`config.mk`:
```
export PLATFORM = sky130hd
export DESIGN_NAME = cmst_top
export DESIGN_NICKNAME = d
export VERILOG_FILES = /design/src/cmst_pkg.sv /design/src/cmst_top.sv
export SDC_FILE = /design/constraint.sdc
export NUM_CORES = 1
export LEC_CHECK = 0
export ABC_AREA = 1
export BUFFER_PORTS_ARGS = -buffer_cell sky130_fd_sc_hd__buf_4
export CAP_MARGIN = 10
export CORE_MARGIN = 2
export CORE_UTILIZATION = 42
export CTS_CLUSTER_SIZE = 8
export DETAILED_ROUTE_END_ITERATION = 6
export PLACE_DENSITY = 0.81
export SLEW_MARGIN = 25
export SYNTH_ARGS = -nofsm -noshare
export SYNTH_HDL_FRONTEND = slang
export SYNTH_SLANG_ARGS = --single-unit
```
`constraint.sdc`:
```
create_clock -name clk_in -period 3.1 [get_ports clk_in]
set_input_delay 0.62 -clock clk_in [delete_from_list [all_inputs] [get_ports clk_in]]
set_output_delay 0.62 -clock clk_in [all_outputs]
set_load 0.005 [all_outputs]
```
`src/cmst_pkg.sv`:
```
// Package with mode codes and strap constants for the companion mode strap and tristate block.
package cmst_pkg;

  // ----------------------------------------------------------------
  // Strap patterns
  // ----------------------------------------------------------------
  localparam logic [7:0] CMST_STRAP_PRIMARY = 8'hED;
  localparam logic [7:0] CMST_STRAP_NB_A    = 8'hEE;
  localparam logic [7:0] CMST_STRAP_NB_B    = 8'hCE;

  // ----------------------------------------------------------------
  // Capture timing and reset values
  // ----------------------------------------------------------------
  // Synchroniser reset value, equal to the level that the pull-ups give.
  localparam logic [7:0] CMST_STRAP_IDLE    = 8'hFF;
  // Last count of the settle counter, reached when both stages hold pin data.
  localparam logic [1:0] CMST_SETTLE_LAST   = 2'h2;

  // ----------------------------------------------------------------
  // Decoded operating modes
  // ----------------------------------------------------------------
  typedef enum logic [1:0] {
    CMST_MODE_DESKTOP,
    CMST_MODE_PRIMARY,
    CMST_MODE_NB_A,
    CMST_MODE_NB_B
  } cmst_mode_t;

  // Group of outputs floated by the bus tristate control.
  typedef struct packed {
    logic [7:0] dma_grant_lines_n;
    logic       keyboard_select_n;
    logic       mem_read_n;
    logic       mem_write_n;
  } cmst_bus_grp_t;

  // Group of outputs floated by the scan output tristate control.
  typedef struct packed {
    logic [7:0] scan_data_out;
    logic       aux_zero_out_n;
  } cmst_scan_grp_t;

endpackage

```
`src/cmst_top.sv`:
```
// Strap mode decoder and suspend tristate control of the companion chip.
module cmst_top (
  input  wire logic                    clk_in,
  input  wire logic                    rst_in,
  input  wire logic [7:0]              peripheral_data_bus_in,
  input  wire logic                    bus_float_n_in,
  input  wire logic                    scan_out_float_n_in,
  input  wire logic                    boot_rom_select_n_in,
  input  wire logic                    rom_or_clock_select_n_in,
  input  wire logic                    write_or_keyboard_select_n_in,
  input  wire cmst_pkg::cmst_bus_grp_t  bus_grp_in,
  input  wire cmst_pkg::cmst_scan_grp_t scan_grp_in,
  output logic                         pullup_oe_out,
  output cmst_pkg::cmst_mode_t         mode_out,
  output logic                         notebook_mode_out,
  output cmst_pkg::cmst_bus_grp_t      bus_grp_out,
  output logic                         bus_grp_oe_out,
  output cmst_pkg::cmst_scan_grp_t     scan_grp_out,
  output logic                         scan_grp_oe_out,
  output logic                         data_bytes_oe_out
);
  import cmst_pkg::*;

  // ----------------------------------------------------------------
  // Strap helpers
  // ----------------------------------------------------------------
  // Decoding is shared by the capture path and the checks.
  function automatic cmst_mode_t strap_decode(input logic [7:0] pat);
    if (pat == CMST_STRAP_PRIMARY) return CMST_MODE_PRIMARY;
    else if (pat == CMST_STRAP_NB_A) return CMST_MODE_NB_A;
    else if (pat == CMST_STRAP_NB_B) return CMST_MODE_NB_B;
    else return CMST_MODE_DESKTOP;
  endfunction

  // ----------------------------------------------------------------
  // Input synchronisers
  // ----------------------------------------------------------------
  logic [7:0] strap_s1_q;
  logic [7:0] strap_s2_q;
  logic [7:0] strap_s1_d;
  logic [7:0] strap_s2_d;
  logic       in_rst_q;
  logic       in_rst_d;

  // The strap pins are asynchronous, so two stages precede the decoder.
  // Only the strap pins pass these stages; in_rst_q is a plain one-cycle
  // marker of reset release that the capture timing check keys on.
  always_comb begin
    strap_s1_d = peripheral_data_bus_in;
    strap_s2_d = strap_s1_q;
    in_rst_d   = 1'b0;
  end

  // Stages reset to ones, matching the idle level of the pull-ups.
  always_ff @(posedge clk_in or posedge rst_in) begin
    if (rst_in) begin
      strap_s1_q <= CMST_STRAP_IDLE;
      strap_s2_q <= CMST_STRAP_IDLE;
      in_rst_q   <= 1'b1;
    end else begin
      strap_s1_q <= strap_s1_d;
      strap_s2_q <= strap_s2_d;
      in_rst_q   <= in_rst_d;
    end
  end

  // ----------------------------------------------------------------
  // Mode capture
  // ----------------------------------------------------------------
  logic [1:0] settle_q;
  logic [1:0] settle_d;
  logic       locked_q;
  logic       locked_d;
  cmst_mode_t mode_q;
  cmst_mode_t mode_d;

  // The asynchronous reset forbids loading a pin value, so the strap is
  // caught after release once both synchroniser stages hold pin data.
  // Limitation: the straps must be steady at the first edge after release; only that sample reaches the decoder.
  always_comb begin
    settle_d = settle_q;
    locked_d = locked_q;
    mode_d   = mode_q;
    if (!locked_q) begin
      if (settle_q != CMST_SETTLE_LAST) begin
        settle_d = settle_q + 2'h1;
      end else begin
        locked_d = 1'b1;
        mode_d   = strap_decode(strap_s2_q);
      end
    end
  end

  always_ff @(posedge clk_in or posedge rst_in) begin
    if (rst_in) begin
      settle_q <= 2'h0;
      locked_q <= 1'b0;
      mode_q   <= CMST_MODE_DESKTOP;
    end else begin
      settle_q <= settle_d;
      locked_q <= locked_d;
      mode_q   <= mode_d;
    end
  end

  assign pullup_oe_out     = ~locked_q;
  assign mode_out          = mode_q;
  assign notebook_mode_out = (mode_q != CMST_MODE_DESKTOP);

  // ----------------------------------------------------------------
  // Tristate control
  // ----------------------------------------------------------------
  // Float controls stay combinational so suspend takes effect at once.
  // They skip the two-stage synchroniser on purpose: in suspend the clock
  // may be stopped, and the pins must still float as soon as the host asks.
  // The trade is a glitch on the enables if a control pin itself glitches.
  always_comb begin
    bus_grp_oe_out    = bus_float_n_in;
    scan_grp_oe_out   = scan_out_float_n_in;
    data_bytes_oe_out = bus_float_n_in & ~(boot_rom_select_n_in
                        & rom_or_clock_select_n_in & write_or_keyboard_select_n_in);
  end

  // values keep driving
  // Levels pass straight through; only the enables above decide floating.
  assign bus_grp_out  = bus_grp_in;
  assign scan_grp_out = scan_grp_in;

  // ----------------------------------------------------------------
  // Checks
  // ----------------------------------------------------------------
  AST_CAPTURE: assert property (@(posedge clk_in) disable iff (rst_in)
    (!locked_q && settle_q == CMST_SETTLE_LAST)
    |=> (mode_q == strap_decode($past(strap_s2_q))))
    else $error("Mode not decoded from strap.");

  AST_DESKTOP: assert property (@(posedge clk_in) disable iff (rst_in)
    (!locked_q && settle_q == CMST_SETTLE_LAST && strap_s2_q != CMST_STRAP_PRIMARY
     && strap_s2_q != CMST_STRAP_NB_A && strap_s2_q != CMST_STRAP_NB_B)
    |=> !notebook_mode_out)
    else $error("Reserved strap gave notebook mode.");

  AST_PULLUP: assert property (@(posedge clk_in) disable iff (rst_in)
    $rose(locked_q) |-> !pullup_oe_out)
    else $error("Pull-up enable not dropped after capture.");

  AST_BUS_FLOAT: assert property (@(posedge clk_in) disable iff (rst_in)
    !bus_float_n_in |-> !bus_grp_oe_out && !data_bytes_oe_out)
    else $error("Bus group driven while floated.");

  AST_SCAN_FLOAT: assert property (@(posedge clk_in) disable iff (rst_in)
    scan_out_float_n_in == scan_grp_oe_out)
    else $error("Scan group enable wrong.");

  AST_DATA_FLOAT: assert property (@(posedge clk_in) disable iff (rst_in)
    (bus_float_n_in && boot_rom_select_n_in && rom_or_clock_select_n_in
     && write_or_keyboard_select_n_in) |-> !data_bytes_oe_out)
    else $error("Data bytes driven while idle.");

  AST_PASS: assert property (@(posedge clk_in) disable iff (rst_in)
    bus_grp_out == bus_grp_in && scan_grp_out == scan_grp_in)
    else $error("Output levels not passed through.");

  AST_HOLD: assert property (@(posedge clk_in) disable iff (rst_in)
    locked_q |=> locked_q && $stable(mode_q))
    else $error("Mode changed after capture.");

  AST_LOCK_TIME: assert property (@(posedge clk_in) disable iff (rst_in)
    $fell(in_rst_q) |-> ##2 locked_q)
    else $error("Mode not captured in time.");

  // ----------------------------------------------------------------
  // Drive-side and capture state checks
  // ----------------------------------------------------------------
  // The float checks above look at the floated case; AST_BUS_DRIVE and AST_DATA_DRIVE
  // make sure those outputs drive once the bus float control is released (the data bytes only while a select is low);
  // the rest check pull-up enable, pre-capture mode, notebook flag and counter range.
  AST_BUS_DRIVE: assert property (@(posedge clk_in) disable iff (rst_in)
    bus_float_n_in |-> bus_grp_oe_out)
    else $error("Bus group floated while control released.");

  AST_DATA_DRIVE: assert property (@(posedge clk_in) disable iff (rst_in)
    (bus_float_n_in && !(boot_rom_select_n_in && rom_or_clock_select_n_in
     && write_or_keyboard_select_n_in)) |-> data_bytes_oe_out)
    else $error("Data bytes floated during a selected access.");

  AST_LOCK_PULLUP: assert property (@(posedge clk_in) disable iff (rst_in)
    pullup_oe_out != locked_q)
    else $error("Pull-up enable disagrees with capture state.");

  AST_UNLOCKED_MODE: assert property (@(posedge clk_in) disable iff (rst_in)
    !locked_q |-> mode_q == CMST_MODE_DESKTOP && !notebook_mode_out)
    else $error("Mode shown before capture.");

  AST_NB_FLAG: assert property (@(posedge clk_in) disable iff (rst_in)
    notebook_mode_out == (mode_out == CMST_MODE_PRIMARY || mode_out == CMST_MODE_NB_A
     || mode_out == CMST_MODE_NB_B))
    else $error("Notebook flag disagrees with mode.");

  AST_SETTLE_RANGE: assert property (@(posedge clk_in) disable iff (rst_in)
    settle_q <= CMST_SETTLE_LAST)
    else $error("Capture counter out of range.");

endmodule

```
After elaboration in Yosys (flattened, before gate mapping)
Cells that the tools add are included.

Bits of input ports: 35. Word-level logic and storage cells: 24. Output and inout bits: 27. Register bits after elaboration: 21.

Add/subtract/negate cells: 1. Reduce and logical (&&, ||, !) cells: 3. Equality and inequality tests: 4. Mux-type cells: 5. Bitwise gates (word level): 6.

Operators by type and width (number): 8-bit equality test, second input constant (3); 2-bit two-way mux (3); 2-bit AND reduction (2); 1-bit bitwise AND (3); 1-bit inverter (3); 2-bit by 1-bit adder with 2-bit output, second input constant (1); 1-bit two-way mux (2); 2-bit != test, second input constant (1); 2-bit nonzero test (1).

Longest topological paths before layout
Depth in word-level cells: 4. Depth in mapped cells: 7. Gate-level depth less buffers: 7.

Worst setup path before layout
Ideal clock, no wire load.

Path type: input port to output port. Start point: input write_or_keyboard_select_n_in. End point: output data_bytes_oe_out. Stages on the path: 3. Arrival time: 0.773 ns. Buffers on the path: 0. Path slack: 1.707 ns. Data required time: 2.480 ns. Path through: nand3_1 > nand2_1 > inv_1.

Word-level cells in the longest chain between the ends: 3.

Ends and longest elaborated chain: start: declaration (RTL line cmst_top.sv:10) `input wire logic write_or_keyboard_select_n_in,`; 1-bit bitwise AND (RTL line cmst_top.sv:121) `& rom_or_clock_select_n_in & write_or_keyboard_select_n_in);`; 1-bit inverter (RTL line cmst_top.sv:120) `data_bytes_oe_out = bus_float_n_in & ~(boot_rom_select_n_in`; 1-bit bitwise AND (RTL line cmst_top.sv:120); end: declaration (RTL line cmst_top.sv:20) `output logic data_bytes_oe_out`.

Every way passes these cells.

Final worst setup path
Start point: register mode_q[1], in the netlist mode_out[1]. End point: output notebook_mode_out.

Word-level cells in the longest chain between the ends: 1.

Ends and longest elaborated chain: start: declaration (RTL line cmst_top.sv:74) `cmst_mode_t mode_q;`; start signal: assignment (RTL line cmst_top.sv:102) `mode_q <= mode_d;`; 2-bit nonzero test (RTL line cmst_top.sv:108) `assign notebook_mode_out = (mode_q != CMST_MODE_DESKTOP);`; end: declaration (RTL line cmst_top.sv:15) `output logic notebook_mode_out,`.

Every way passes these cells.

==> results by group <==
Run status
  • Status: completed

STA
  • Final worst path period share: 56.0%
  • Fin Hold WS: 361 ps
  • Max-slew headroom: 52.8%
  • Final Critical Period: 1730 ps
  • Setup TNS: 0 ps
  • Worst-Margin Slew: 707 ps
  • Fmax: 576 MHz
  • Final setup viols: 0
  • Slew Limit Fails: 0
  • Setup WS post-layout: 1370 ps
  • Fin Clk Skew: 2.99 ps
  • Endpoints failing hold: 0
  • Unrepaired setup endpoints after global routing: no

Routing
  • DR WL/cell: 10.7 um
  • Antenna-violating nets left: 0
  • Post-Route WL: 1.17 mm
  • Via/cell ratio: 4.15
  • Via Count: 457
  • Drt pass-1 iters: 4
  • Iteration-0 DRC Markers: 3
  • Post-route DRC: 0

Floorplanning
  • Io pins: 62
  • Die H: 49.9 um
  • Full die area: 2490 um2
  • Core area: 1980 um2
  • Initial core utilization: 44.6%
  • FP Rows: 16
  • Die width: 49.9 um

Pwr
  • Worst vdd ir: 0.000310 V
  • Leakage power: 0.470 nW
  • PwrDens: 483 nW/um2

Final layout
  • Area growth, synth to finish: 4.24%
  • Layout cell share with drive strength beyond 1: 50.6%
  • Fill count: 181
  • Design area: 922 um2
  • Post-route insts no fill: 110
  • Diode count: 0
  • Final-stage net count: 120

Placement
  • DP Wirelength: 970 um
  • DP Cell Count: 106
  • RD Place Congestion: 0.666
  • Placed instance area: 896 um2
  • Port Buf Inserts: 19
  • Setup WS pre-CTS: 1490 ps

Worst setup path
  • Slowest cell delay on critical path: 400 ps
  • CP max FO: 3
  • Critical path startpoint: mode_out[1]
  • Worst Setup EP: notebook_mode_out
  • R2R cell count: 6
  • Setup crit end kind: output port
  • Critical path type: reg2out
  • CP arrival: 1110 ps
  • Crit-path slowest cell: dfrtp_1
  • CP required: 2480 ps
  • R2R setup slack: 1980 ps
  • Cell Chain, Critical Path: or2_2, buf_4
  • Reg2reg end: settle_q[1]
  • Worst r2r src: settle_q[0]
  • Startpoint Class: flop

Synth
  • Mapped Nets: 118
  • Sequential share of the synthesized area: 61.7%
  • Mean area per synthesized cell: 10.8 um2
  • Cell count after synthesis: 82
  • Distinct cells, synth: 14
  • Syn. warnings: 0
  • Synthesized area: 885 um2
  • Synth Register Bits: 21

Global routing
  • Vias in the first global route: 415
  • Gr ovfl total: 0
  • Antenna violations before repair: 0
  • GRT Total Usage: 9.52%
  • Pin count of the biggest net entering global routing: 22
  • First-pass GRT wire length: 1.74 mm

Clock network
  • Clk slew on worst S/H paths: 100 ps
  • # resized after CTS: 0
  • Hold buffer count at CTS: 0
  • CTS tree: yes
  • CTS max path bufs: 2
  • Clock Sinks: 21
  • CTS buffer count: 3
  • Clk Tree Root Cell: clkbuf_4
  • Worst skew pair latency: 290 ps
  • Setup Fix Bufs, Post-CTS: 0
  • Clock H-tree levels: 1

Job
  • Maxcap violations: 0

Hold path
  • HP Start: strap_s1_q[3]
  • HP Class: reg2reg
-- cell type report --
type,instances,area [um2],share of cell area (%)
inverters,11,41.3,4.48
multi-input cells,28,133,14.4
flip-flops and latches,21,546,59.2
clock buffers,4,26.3,2.85
well taps,27,33.8,3.66
repair buffers,19,143,15.5
-- power breakdown --
part / switching, mW / internal (mW) / total (mW)
sequential: 0.00350 / 0.293 / 0.296
clock: 0.0727 / 0.0500 / 0.123
combinational: 0.0116 / 0.0147 / 0.0263
total: 0.0877 / 0.358 / 0.445
-- worst min path at each step --
stage,endpoint,cells after the start
after global placement,strap_s2_q[6],0
final,strap_s2_q[3],0
after detailed placement,strap_s2_q[3],0
after floorplan,strap_s2_q[0],0
after CTS,strap_s2_q[3],0
after global routing,strap_s2_q[0],0
-- placed cells by master, fill, tap and decap left out --
| master | netlist | layout |
|---|---|---|
| clkbuf_1 | 0 | 1 |
| nor2_1 | 4 | 4 |
| dfrtp_1 | 5 | 5 |
| inv_1 | 10 | 10 |
| nor2_2 | 1 | 1 |
| xor2_1 | 1 | 1 |
| o21ai_2 | 1 | 1 |
| dfstp_2 | 16 | 16 |
| ha_1 | 1 | 1 |
| inv_2 | 1 | 1 |
| nand2_1 | 16 | 16 |
| buf_4 | 22 | 19 |
| o21ai_1 | 1 | 1 |
| nand3_1 | 2 | 2 |
| or2_2 | 1 | 1 |
| clkbuf_4 | 0 | 3 |
-- worst max-delay path: cells and delay by family (launching register included) --
kind	cells	cell delay, ps
and+or+nand+nor	1	290
DFF	1	400
buffers and inverters	1	130
-- flip-flops by register name, indices dropped and copies added, names as in the netlist --
signal,flops
strap_s2_q,8
settle_q,2
strap_s1_q,8
mode_out,2
locked_q,1
-- per-stage QoR --
step	utilization (%)	power (mW)
floorplan	-	0.333
global placement	45.2	0.326
detailed placement	45.2	0.328
CTS	46.5	0.451
global route	46.5	0.469
finish	46.5	0.445
-- cells by family (layout without fill, tap and decap cells) --
family,count (synthesis),after routing,synth area share (%)
buffers and inverters,33,34,23.3
and+or+nand+nor,24,24,11.0
DFF,21,21,61.7
AOI/OAI and AO/OA,2,2,1.56
adders and majority gates,1,1,1.41
xor gates and xnor gates,1,1,0.990
-- Yosys cell counts --
cell      n  area, um2
dfstp_2  16        420
inv_1    10       37.5
nor2_1    4       15.0
buf_4    22        165
nand2_1  16       60.1
o21ai_1   1       5.00
inv_2     1       3.75
or2_2     1       6.26
o21ai_2   1       8.76
dfrtp_1   5        125
ha_1      1       12.5
nor2_2    1       6.26
nand3_1   2       10.0
xor2_1    1       8.76
-- routing by layer --
metal	part of all wire [%]	track usage, %	vias up
met2	52	16.7	27
li1	-	-	221
met1	33	9.49	201
met4	4.1	6.94	0
met3	10	2.73	8
met5	0	0	-
(Power assumes the default switching activity.)
